`config.mk`:
```
export PLATFORM = sky130hd
export DESIGN_NAME = pdrm_macrocell
export DESIGN_NICKNAME = d
export VERILOG_FILES = /design/src/verilog/pdrm_pkg.sv /design/src/verilog/pdrm_macrocell.sv
export VERILOG_INCLUDE_DIRS = /design/src /design/src/verilog
export SDC_FILE = /design/constraint.sdc
export NUM_CORES = 1
export LEC_CHECK = 0
export ABC_AREA = 1
export BUFFER_PORTS_ARGS = -buffer_cell sky130_fd_sc_hd__clkbuf_2
export CORE_UTILIZATION = 45
export DETAILED_ROUTE_END_ITERATION = 12
export PLACE_DENSITY = 0.71
export SLEW_MARGIN = 30
export SYNTH_ARGS = -nofsm -noshare
export SYNTH_HDL_FRONTEND = slang
export SYNTH_SLANG_ARGS = --single-unit
```
`constraint.sdc`:
```
create_clock -name SYS_CLK -period 2.3 [get_ports SYS_CLK]
set_input_delay 0.575 -clock SYS_CLK [delete_from_list [all_inputs] [get_ports SYS_CLK]]
set_output_delay 0.575 -clock SYS_CLK [all_outputs]
set_load 0.05 [all_outputs]
```
`src/verilog/pdrm_params.svh`:
```
// Constants for the dual register macrocell array: sizes, register map, reset values
`ifndef PDRM_PARAMS_SVH
`define PDRM_PARAMS_SVH

// ==========================================================
// Array sizes
`define PDRM_NCELL        10
`define PDRM_NREG         20

// ==========================================================
// Register byte offsets
`define PDRM_OFF_TYPE     8'h00
`define PDRM_OFF_CLKSEL   8'h04
`define PDRM_OFF_POL      8'h08
`define PDRM_OFF_SECURE   8'h0C
`define PDRM_OFF_STATE    8'h10
`define PDRM_OFF_PIN      8'h14

// ==========================================================
// Reset values and masks
`define PDRM_RST_TYPE     20'h0_0000
`define PDRM_RST_CLKSEL   20'h0_0000
`define PDRM_RST_POL      10'h000
`define PDRM_MASK_REG     32'h000F_FFFF
`define PDRM_MASK_CELL    32'h0000_03FF
`define PDRM_MASK_SEC     32'h0000_0001
`define PDRM_SEL_LOW      20'h0_03FF
`define PDRM_SEL_HIGH     20'hF_FC00

// ==========================================================
// AXI responses
`define PDRM_RESP_OKAY    2'h0
`define PDRM_RESP_SLVERR  2'h2

`endif

```
`src/verilog/pdrm_pkg.sv`:
```
// Types shared by the dual register macrocell array
package pdrm_pkg;

  // ==========================================================
  // Per-register terms coming from the programmable array
  typedef struct packed {
    logic [19:0] sum;   // Data sum term
    logic [19:0] rst;   // Asynchronous reset product term
    logic [19:0] clk;   // Clock product term
  } pdrm_terms_t;

endpackage

```
`src/verilog/pdrm_macrocell.sv`:
```
// Twenty-register dual macrocell array with AXI4-Lite configuration access
`timescale 1ns/1ps
`include "pdrm_params.svh"

// Function
// Per-register D or T type select
// Per-register clock: term or pin
// Two registers per cell, twenty total
// Own sum, reset, clock term each
// Pins have separate input path
// All twenty registers feed back independently
// Each pin enabled by own term
// Shared synchronous preset sets on clock
// Driver must raise clocks during preset
// Own immediate reset per register
// Reset clears master and slave stage
// Secured device reads config as ones
// Program security bit last
// Power-up clears every register to zero
// Force-load pins into register 0/1
// D loads sum; T toggles on sum
// Reset beats preset and data loading
module pdrm_macrocell (
  input  wire logic               SYS_CLK,
  input  wire logic               RST,
  input  wire pdrm_pkg::pdrm_terms_t TERMS,
  input  wire logic               CLK_PIN,
  input  wire logic               PRESET_TERM,
  input  wire logic               FORCE_MODE,
  input  wire logic               FORCE_SEL,
  input  wire logic [9:0]         OE_TERM,
  input  wire logic [9:0]         IO_IN,
  output logic      [9:0]         IO_OUT,
  output logic      [9:0]         IO_OE,
  output logic      [19:0]        REG_FB,
  output logic      [9:0]         PIN_FB,
  input  wire logic [7:0]         S_AXI_AWADDR,
  input  wire logic               S_AXI_AWVALID,
  output logic                    S_AXI_AWREADY,
  input  wire logic [31:0]        S_AXI_WDATA,
  input  wire logic [3:0]         S_AXI_WSTRB,
  input  wire logic               S_AXI_WVALID,
  output logic                    S_AXI_WREADY,
  output logic      [1:0]         S_AXI_BRESP,
  output logic                    S_AXI_BVALID,
  input  wire logic               S_AXI_BREADY,
  input  wire logic [7:0]         S_AXI_ARADDR,
  input  wire logic               S_AXI_ARVALID,
  output logic                    S_AXI_ARREADY,
  output logic      [31:0]        S_AXI_RDATA,
  output logic      [1:0]         S_AXI_RRESP,
  output logic                    S_AXI_RVALID,
  input  wire logic               S_AXI_RREADY
);

  // ==========================================================
  // Configuration and state
  logic [19:0] type_ff;     // 1 = toggle type
  logic [19:0] clksel_ff;   // 1 = dedicated pin clock
  logic [9:0]  pol_ff;      // 1 = invert pin output
  logic        secure_ff;
  logic [19:0] state_ff;    // Slave stage of each register
  logic [19:0] clk_prev_ff; // Master stage: last sampled clock level
  logic [9:0]  pin_ff;
  logic [19:0] clk_now;
  logic [19:0] clk_edge;
  logic [19:0] force_mask;
  logic [19:0] do_pre;
  logic [19:0] do_frc;
  logic [19:0] do_data;
  logic [19:0] data_val;
  logic [19:0] nxt_state;

  // Masks a configuration word so a secured device hides it
  function automatic logic [31:0] cfg_view(input logic [31:0] val, input logic [31:0] mask, input logic sec);
    cfg_view = sec ? mask : (val & mask);
  endfunction

  // Clock source and rising edge per register
  assign clk_now  = (clksel_ff & {20{CLK_PIN}}) | (~clksel_ff & TERMS.clk);
  assign clk_edge = clk_now & ~clk_prev_ff;

  // Next-state selection; preset outranks force-load, force-load outranks data
  assign force_mask = FORCE_SEL ? `PDRM_SEL_HIGH : `PDRM_SEL_LOW;
  assign do_pre     = clk_edge & {20{PRESET_TERM}};
  assign do_frc     = clk_edge & ~do_pre & {20{FORCE_MODE}} & force_mask;
  assign do_data    = clk_edge & ~{20{PRESET_TERM}} & ~{20{FORCE_MODE}};
  assign data_val   = (type_ff & (state_ff ^ TERMS.sum)) | (~type_ff & TERMS.sum);
  assign nxt_state  = ~TERMS.rst & (do_pre | (do_frc & {IO_IN, IO_IN}) | (do_data & data_val)
                      | (state_ff & ~(do_pre | do_frc | do_data)));

  // Register array; power-up reset gives all zero
  always_ff @(posedge SYS_CLK) begin
    if (RST) begin
      state_ff <= 20'h0_0000;
    end else begin
      state_ff <= nxt_state;
    end
  end

  // Master stage; forced high under reset so a held clock cannot fire on release
  always_ff @(posedge SYS_CLK) begin
    if (RST) begin
      clk_prev_ff <= 20'hF_FFFF;
    end else begin
      clk_prev_ff <= clk_now | TERMS.rst;
    end
  end

  // Feedback masked at once by a reset term, not a cycle later
  assign REG_FB = state_ff & ~TERMS.rst;

  // Pin side: register 0 of each cell drives the pin through its polarity
  always_ff @(posedge SYS_CLK) begin
    if (RST) begin
      pin_ff <= 10'h000;
    end else begin
      pin_ff <= IO_IN;
    end
  end
  assign PIN_FB = pin_ff;
  assign IO_OUT = REG_FB[9:0] ^ pol_ff;
  assign IO_OE  = OE_TERM;

  // ==========================================================
  // AXI4-Lite write path; address and data taken in either order
  logic        aw_got_ff;
  logic        w_got_ff;
  logic [7:0]  awaddr_ff;
  logic [31:0] wdata_ff;
  logic        bvalid_ff;
  logic [1:0]  bresp_ff;
  logic        wr_go;
  logic        wr_hit;

  assign S_AXI_AWREADY = ~aw_got_ff & ~bvalid_ff;
  assign S_AXI_WREADY  = ~w_got_ff & ~bvalid_ff;
  assign wr_go         = aw_got_ff & w_got_ff & ~bvalid_ff;
  assign wr_hit        = (awaddr_ff == `PDRM_OFF_TYPE) | (awaddr_ff == `PDRM_OFF_CLKSEL)
                         | (awaddr_ff == `PDRM_OFF_POL) | (awaddr_ff == `PDRM_OFF_SECURE);
  assign S_AXI_BVALID  = bvalid_ff;
  assign S_AXI_BRESP   = bresp_ff;

  // Capture of address and data halves
  always_ff @(posedge SYS_CLK) begin
    if (RST) begin
      aw_got_ff <= 1'b0;
      w_got_ff  <= 1'b0;
      awaddr_ff <= 8'h00;
      wdata_ff  <= 32'h0000_0000;
    end else begin
      if (S_AXI_AWVALID && S_AXI_AWREADY) begin
        aw_got_ff <= 1'b1;
        awaddr_ff <= S_AXI_AWADDR;
      end else if (wr_go) begin
        aw_got_ff <= 1'b0;
      end
      if (S_AXI_WVALID && S_AXI_WREADY) begin
        w_got_ff <= 1'b1;
        wdata_ff <= S_AXI_WDATA;
      end else if (wr_go) begin
        w_got_ff <= 1'b0;
      end
    end
  end

  // Write response; held until the master takes it
  always_ff @(posedge SYS_CLK) begin
    if (RST) begin
      bvalid_ff <= 1'b0;
      bresp_ff  <= `PDRM_RESP_OKAY;
    end else if (wr_go) begin
      bvalid_ff <= 1'b1;
      bresp_ff  <= wr_hit ? `PDRM_RESP_OKAY : `PDRM_RESP_SLVERR;
    end else if (S_AXI_BREADY) begin
      bvalid_ff <= 1'b0;
    end
  end

  // Configuration writes; only the low byte lanes that hold data matter
  always_ff @(posedge SYS_CLK) begin
    if (RST) begin
      type_ff   <= `PDRM_RST_TYPE;
      clksel_ff <= `PDRM_RST_CLKSEL;
      pol_ff    <= `PDRM_RST_POL;
      secure_ff <= 1'b0;
    end else if (wr_go) begin
      case (awaddr_ff)
        `PDRM_OFF_TYPE:   type_ff   <= wdata_ff[19:0];
        `PDRM_OFF_CLKSEL: clksel_ff <= wdata_ff[19:0];
        `PDRM_OFF_POL:    pol_ff    <= wdata_ff[9:0];
        // Like a fuse: once set it stays until reset
        `PDRM_OFF_SECURE: secure_ff <= secure_ff | wdata_ff[0];
        default:          type_ff   <= type_ff;
      endcase
    end
  end

  // ==========================================================
  // AXI4-Lite read path; one cycle from address to data
  logic        rvalid_ff;
  logic [31:0] rdata_ff;
  logic [1:0]  rresp_ff;

  assign S_AXI_ARREADY = ~rvalid_ff;
  assign S_AXI_RVALID  = rvalid_ff;
  assign S_AXI_RDATA   = rdata_ff;
  assign S_AXI_RRESP   = rresp_ff;

  // Read data; configuration reads as all ones once secured
  always_ff @(posedge SYS_CLK) begin
    if (RST) begin
      rvalid_ff <= 1'b0;
      rdata_ff  <= 32'h0000_0000;
      rresp_ff  <= `PDRM_RESP_OKAY;
    end else if (S_AXI_ARVALID && S_AXI_ARREADY) begin
      rvalid_ff <= 1'b1;
      rresp_ff  <= `PDRM_RESP_OKAY;
      case (S_AXI_ARADDR)
        `PDRM_OFF_TYPE:   rdata_ff <= cfg_view({12'h000, type_ff}, `PDRM_MASK_REG, secure_ff);
        `PDRM_OFF_CLKSEL: rdata_ff <= cfg_view({12'h000, clksel_ff}, `PDRM_MASK_REG, secure_ff);
        `PDRM_OFF_POL:    rdata_ff <= cfg_view({22'h00_0000, pol_ff}, `PDRM_MASK_CELL, secure_ff);
        `PDRM_OFF_SECURE: rdata_ff <= {31'h0000_0000, secure_ff};
        `PDRM_OFF_STATE:  rdata_ff <= {12'h000, REG_FB};
        `PDRM_OFF_PIN:    rdata_ff <= {22'h00_0000, pin_ff};
        default: begin
          rdata_ff <= 32'h0000_0000;
          rresp_ff <= `PDRM_RESP_SLVERR;
        end
      endcase
    end else if (S_AXI_RREADY) begin
      rvalid_ff <= 1'b0;
    end
  end

  // ==========================================================
  // Checks
  a_reset_clears_reg: assert property (@(posedge SYS_CLK) disable iff (RST)
    (TERMS.rst != 20'h0_0000) |=> ((state_ff & $past(TERMS.rst)) == 20'h0_0000))
    else $error("reset term did not clear register");

  a_fb_masked_now: assert property (@(posedge SYS_CLK) disable iff (RST)
    ((REG_FB & TERMS.rst) == 20'h0_0000))
    else $error("feedback not cleared while reset term high");

  a_preset_sets_reg: assert property (@(posedge SYS_CLK) disable iff (RST)
    (PRESET_TERM && (clk_edge & ~TERMS.rst) != 20'h0_0000)
    |=> ((state_ff & $past(clk_edge & ~TERMS.rst)) == $past(clk_edge & ~TERMS.rst)))
    else $error("synchronous preset did not set register");

  a_dtype_loads_sum: assert property (@(posedge SYS_CLK) disable iff (RST)
    (!PRESET_TERM && !FORCE_MODE && clk_edge[0] && !type_ff[0] && !TERMS.rst[0])
    |=> (state_ff[0] == $past(TERMS.sum[0])))
    else $error("D register did not load sum term");

  a_ttype_toggles: assert property (@(posedge SYS_CLK) disable iff (RST)
    (!PRESET_TERM && !FORCE_MODE && clk_edge[1] && type_ff[1] && TERMS.sum[1] && !TERMS.rst[1])
    |=> (state_ff[1] != $past(state_ff[1])))
    else $error("T register did not toggle");

  a_hold_no_edge: assert property (@(posedge SYS_CLK) disable iff (RST)
    (!clk_edge[5] && !TERMS.rst[5]) |=> $stable(state_ff[5]))
    else $error("register changed without a clock edge");

  a_force_load_pin: assert property (@(posedge SYS_CLK) disable iff (RST)
    (FORCE_MODE && !PRESET_TERM && FORCE_SEL && clk_edge[12] && !TERMS.rst[12])
    |=> (state_ff[12] == $past(IO_IN[2])))
    else $error("force-load did not take pin level");

  a_secure_mask_rd: assert property (@(posedge SYS_CLK) disable iff (RST)
    (secure_ff && S_AXI_ARVALID && S_AXI_ARREADY && S_AXI_ARADDR == `PDRM_OFF_TYPE)
    |=> (S_AXI_RVALID && S_AXI_RDATA == `PDRM_MASK_REG))
    else $error("secured read exposed configuration");

  a_powerup_zero: assert property (@(posedge SYS_CLK)
    RST |=> (state_ff == 20'h0_0000))
    else $error("registers not zero after reset");

  // ==========================================================
  // Checks on reset stages, pin path, force bank and the fuse
  // A stale master level would clock a register the cycle its reset lets go
  a_master_cleared: assert property (@(posedge SYS_CLK) disable iff (RST)
    (TERMS.rst != 20'h0_0000) |=> ((clk_edge & $past(TERMS.rst)) == 20'h0_0000))
    else $error("edge seen right after reset term");

  a_pin_fb_delay: assert property (@(posedge SYS_CLK) disable iff (RST)
    1'b1 |=> (PIN_FB == $past(IO_IN)))
    else $error("pin input path not one cycle");

  a_reset_beats_pre: assert property (@(posedge SYS_CLK) disable iff (RST)
    (PRESET_TERM && TERMS.rst[5]) |=> !state_ff[5])
    else $error("preset overrode reset term");

  // Unselected bank must hold, so a full preload takes two passes
  a_unsel_bank_hold: assert property (@(posedge SYS_CLK) disable iff (RST)
    (FORCE_MODE && !PRESET_TERM && !FORCE_SEL && clk_edge[15] && !TERMS.rst[15])
    |=> $stable(state_ff[15]))
    else $error("force-load touched unselected register");

  a_secure_sticky: assert property (@(posedge SYS_CLK) disable iff (RST)
    secure_ff |=> secure_ff)
    else $error("security bit cleared without reset");

endmodule // pdrm_macrocell

```
==> results of run 1 <==
[area by class of cell]
cell class                 count  area (µm²)  share of cell area [%]
multi-input combinational    750        3770                    40.2
sequential                   155        3100                    33.1
timing repair buffer         206        1140                    12.1
inverter                     131         493                    5.25
clock buffer                  21         460                    4.91
tap                          220         275                    2.93
clock inverter                 9         145                    1.55
[metrics by stage]
stage | cell area, µm² | power (mW) | std cells | utilization, % | hold slack (ps)
after detailed placement | 8780 | 3.65 | 1462 | 52.6 | 459
final | 9390 | 6.51 | 1492 | 56.2 | 378
after global routing | 9390 | 6.73 | 1492 | 56.2 | 394
after floorplan | 7840 | 3.44 | 1116 | - | 444
after CTS | 9390 | 6.54 | 1492 | 56.2 | 370
after global placement | 8780 | 3.64 | 1462 | 52.6 | 452
[metal layers]
layer	track usage [%]	wire, µm	up-vias
met5	0	0	-
met4	9.79	551	0
met3	4.68	1900	34
met2	38.6	9790	320
met1	39.0	11000	3430
li1	-	-	3855
[state kept, by name, indices dropped and copies added (netlist names), 8 cells and up]
| signal | count |
|---|---|
| pol_ff | 10 |
| clk_prev_ff | 20 |
| PIN_FB | 10 |
| type_ff | 20 |
| clksel_ff | 20 |
| S_AXI_RDATA | 20 |
| wdata_ff | 20 |
| awaddr_ff | 8 |
| state_ff | 20 |
[synthesized netlist by cell type, types with 3 or more instances]
cell and n:
clkbuf_1 26, buf_1 3, nand4_1 14, nand2_1 199, a21oi_1 117, inv_1 123
xor2_1 30, nor2_1 103, nor2_2 3, or2_2 10, buf_2 20, inv_2 5
nand2_2 3, a21o_1 10, buf_4 25, o211ai_1 15, a21oi_2 10, o21ai_2 10
o21ai_0 97, buf_6 3, nand3_1 78, o21bai_1 9, o21ai_1 18, dfxtp_1 155
nor2_4 3
[tightest hold or removal path: stages]
cell	delay (ps)
clkbuf_2	80
nand2_1	60
nand4_1	60
[final timing paths]
path	start	endpoint	slack, ps	cells past startpoint
max	state_ff[9]	IO_OUT[9]	150	4
min	TERMS[4]	clk_prev_ff[4]	380	3
max reg2reg	w_got_ff	clksel_ff[13]	660	8
min reg2reg	S_AXI_RDATA[7]	S_AXI_RDATA[7]	470	2
[cell families (layout without fill, tap and decap cells)]
logic type             count (synthesis)  in the layout  share of synthesized area [%]
AO/OA/AOI/OAI                        289            289                           20.9
XOR/XNOR                              30             30                           3.39
buffers and inverters                211            367                           12.5
flip-flops                           155            155                           40.1
other                                  1             14                         0.0484
AND/OR/NAND/NOR                      417            417                           23.1
[power groups by stage]
stage / clock, mW / sequential [mW] / combinational, mW
6_report: 2.92 / 2.86 / 0.739
5_1_grt: 3.05 / 2.87 / 0.816
4_1_cts: 2.95 / 2.86 / 0.738
3_5_place_dp: 0 / 2.91 / 0.734
3_3_place_gp: 0 / 2.91 / 0.729
2_1_floorplan: 0 / 2.93 / 0.505
==> out/metrics.yaml, run 1 <==
worst_setup_path:
  crit_required_ps: 1730
  worst_path_largest_cell_delay_ps: 350
  cp_max_fo: 3
  setup.worst_path.class: "flop to output pin"
  path_cells: "inv_1, nor2_2, xor2_2, clkbuf_2"
  cp_num_buf_inv: 2
  cp-end-kind: "output pin"
  start_kind: "flop"
  critPathTopFamily: "buffers and inverters"
  crit_path_top_delay_cell: "dfxtp_1"
  arrival_ps: 1580
route:
  wl_per_cell_um: 15.6
  firstDrtPassIters: 5
  route.detailed.drc: 0
  first_iter_violations: 644
  vias: 7639
  vias_per_cell: 5.12
  drt-total-wl_um: 23200
  antenna_left: 0
synthesis:
  synth_ff_type: "dfxtp_1"
  synthesis.area_mm2: 0.00774
  syn_inst: 1103
  ys_seq_elements: 155
  seq_area_frac_synth_pct: 40.1
  yosys_warnings: 0
  synth.avg_cell_area_um2: 7.02
  synth-edff-count: 0
  async_flop_share_pct: 0
  yosys.area.top_type: "dfxtp_1"
  synth.distinct_cells: 37
  synth_top_area_share_pct: 40.1
  synth.area.top_cells: "dfxtp_1 (40%), nand2_1 (9.6%), a21oi_1 (7.6%)"
clock_network:
  postCtsSetupBuffers: 0
  numCtsBuffers: 17
  clkTransAtPathRegs_ps: 60
  clockBufferDepth: 2
  cts-resized-gates: 0
  h-tree-depth: 4
  clock-sinks: 155
  root_buffer: "clkbuf_16"
  insertion_delay_ps: 420
  tritoncts: "done"
  postCtsHoldBufs: 0
final_layout:
  final_nets: 1404
  drive_gt1_share_pct: 23.0
  final_cell_mix: "nand2_1 (199), clkbuf_2 (183), dfxtp_1 (155), inv_1 (123), a21oi_1 (117)"
  antennaDiodeCount: 0
  mostFrequentLayoutCell: "nand2_1"
  n_fill_cell: 1666
  synthToLayoutAreaGrowth_pct: 21.2
timing:
  fmaxAchievable_mhz: 464
  setup_tns_ps: 0
  max_slew_margin_pct: 59.3
  setup_ws_ps: 146
  tightestPinTransition_ps: 609
  finClkSkew_ps: 4.07
  setup_viol: 0
  rsz0062_at_grt: "no"
  drv_slew: 0
  post-route-min-period_ps: 2150
  finalCritPeriodShare_pct: 93.6
  hold_viol_final: 0
grt:
  overflow: 0
  grt_antenna_before_repair: 0
  first_global_vias: 6829
  grt_pass1_wl_um: 36400
  grt_max_degree: 41
  grt.total_usage_pct: 26.5
placed_design:
  hpwl_um: 17400
  port_buffers: 183
  gp_congestion: 0.874
  pre_cts_slack_ps: 292
floorplan:
  num_rows: 47
  die_w_um: 133
  io_pins: 234
  core_area_mm2: 0.0167
  chipHeight_um: 133
  die_area_mm2: 0.0177
  initial_utilization_pct: 46.4
power:
  leakagePower_nw: 4.43
  peakVddDrop_uv: 527
  p_sw_share_pct: 25.2
  internal-power_mw: 4.87
  cellPowerDensity_mw_per_mm2: 694
  p_sw_mw: 1.64
  comb_power_share_pct: 11.3
  seq_power_share_pct: 43.9
  clock_power_share_pct: 44.8
min_path:
  hp-class: "input pin to flop"
run:
  cap_violations: 0
run_status:
  outcome: "completed"
No activity file was read; power rests on OpenSTA's default activity.
==> run 2, diff against run 1 <==
==> constraint.sdc (replaced) <==
create_clock -name SYS_CLK -period 2.3 [get_ports SYS_CLK]
set_input_delay 0.46 -clock SYS_CLK [delete_from_list [all_inputs] [get_ports SYS_CLK]]
set_output_delay 0.46 -clock SYS_CLK [all_outputs]
set_load 0.05 [all_outputs]
==> out/metrics.yaml, run 2 (synthesis results as in run 1) <==
clock_network:
  tritoncts: "done"
  clockBufferDepth: 2
  postCtsHoldBufs: 0
  h-tree-depth: 4
  cts-resized-gates: 0
  clkTransAtPathRegs_ps: 70
  clock-sinks: 155
  insertion_delay_ps: 420
  postCtsSetupBuffers: 0
  root_buffer: "clkbuf_16"
  numCtsBuffers: 17
timing:
  tightestPinTransition_ps: 615
  rsz0062_at_grt: "no"
  max_slew_margin_pct: 59.0
  drv_slew: 0
  fmaxAchievable_mhz: 455
  setup_tns_ps: 0
  post-route-min-period_ps: 2200
  hold_viol_final: 0
  finalCritPeriodShare_pct: 95.6
  finClkSkew_ps: 9.83
  setup_viol: 0
grt:
  grt_max_degree: 41
  overflow: 0
  use_met1_pct: 38.0
  use_met3_pct: 6.20
  grt.met2_usage_pct: 38.4
  grt_pass1_wl_um: 35900
  grt-busiest-layer: "met2"
  grt.total_usage_pct: 26.4
  grt_antenna_before_repair: 0
  first_global_vias: 6718
placed_design:
  gp_congestion: 0.882
  dp_cells: 1457
  port_buffers: 183
  hpwl_um: 17400
power:
  peakVddDrop_uv: 526
  leakagePower_nw: 4.40
  cellPowerDensity_mw_per_mm2: 691
final_layout:
  antennaDiodeCount: 0
  n_fill_cell: 1645
  final_cell_mix: "nand2_1 (199), clkbuf_2 (183), dfxtp_1 (155), inv_1 (123), a21oi_1 (117)"
  synthToLayoutAreaGrowth_pct: 20.3
  mostFrequentLayoutCell: "nand2_1"
  drive_gt1_share_pct: 22.5
  final_nets: 1399
  fin_cells: 1489
floorplan:
  die_area_mm2: 0.0177
  num_rows: 47
  core_area_mm2: 0.0167
  initial_utilization_pct: 46.4
  io_pins: 234
  die_w_um: 133
  chipHeight_um: 133
route:
  drt-total-wl_um: 23200
  antenna_left: 0
  wl_per_cell_um: 15.6
  vias: 7612
  vias_per_cell: 5.11
  firstDrtPassIters: 8
  route.detailed.drc: 0
  first_iter_violations: 673
run_status:
  outcome: "completed"
worst_setup_path:
  arrival_ps: 1740
  crit_required_ps: 1840
  worst_path_largest_cell_delay_ps: 370
  setup.worst_path.class: "flop to output pin"
  cp-end-kind: "output pin"
  crit_path_top_delay_cell: "nor2_1"
  start_kind: "flop"
  path_cells: "inv_1, nor2_1, xor2_2, clkbuf_2"
  cp_max_fo: 3
run:
  cap_violations: 0
min_path:
  hp-class: "input pin to flop"
[run 2: cell types whose count changed in the layout (fill, tap and decap cells not counted), moves of 2 or more]
cell,before,now
clkinv_2,6,3
nor2_2,8,3
inv_6,0,4
clkinv_4,0,4
clkbuf_1,2,0
nor2_1,98,103
buf_4,19,15
bufinv_16,4,2
[run 2: area by class of cell]
class	instances	area (µm²)	area share [%]
inverters	131	493	5.29
clock inverters	14	159	1.71
repair buffers	201	1090	11.7
clock buffers	18	439	4.71
multi-input cells	750	3760	40.3
well taps	220	275	2.95
flip-flops and latches	155	3100	33.3
[run 2: path summary, 6_finish.rpt]
kind | to | cells past startpoint | startpoint | slack (ps)
max | IO_OUT[7] | 4 | state_ff[7] | 100
min | clk_prev_ff[6] | 3 | TERMS[6] | 270
max reg2reg | clksel_ff[8] | 7 | S_AXI_BVALID | 720
min reg2reg | S_AXI_RDATA[9] | 2 | S_AXI_RDATA[9] | 470
[run 2: critical path, delay by kind of cell, from the launching register on]
| kind | cells | cell delay [ps] |
|---|---|---|
| xor+xnor | 1 | 220 |
| buf+inv | 2 | 370 |
| simple gates | 1 | 370 |
| flops | 1 | 350 |
[run 2: report_power, final]
part	total [mW]	leakage, nW	switching, mW	internal (mW)
Sequential	2.86	1.26	0.0833	2.78
Combinational	0.736	2.84	0.503	0.233
Clock	2.84	0.294	1.19	1.65
Total	6.44	4.40	1.78	4.66
[run 2: stage by stage]
stage                     setup WS, ps  area [µm²]  hold slack [ps]  total power, mW  utilization [%]
final                              102        9320              268             6.44             55.8
after global routing              25.5        9320              252             6.69             55.8
after CTS                          137        9320              248             6.46             55.8
after detailed placement           404        8720              460             3.65             52.2
after global placement             399        8720              452             3.64             52.2
after floorplan                   57.3        7830              444             3.44                -
[run 2: per-layer routing]
layer	routed length [µm]	up-vias
met2	9860	283
met5	0	-
met4	571	0
met1	11000	3456
li1	-	3842
met3	1770	31
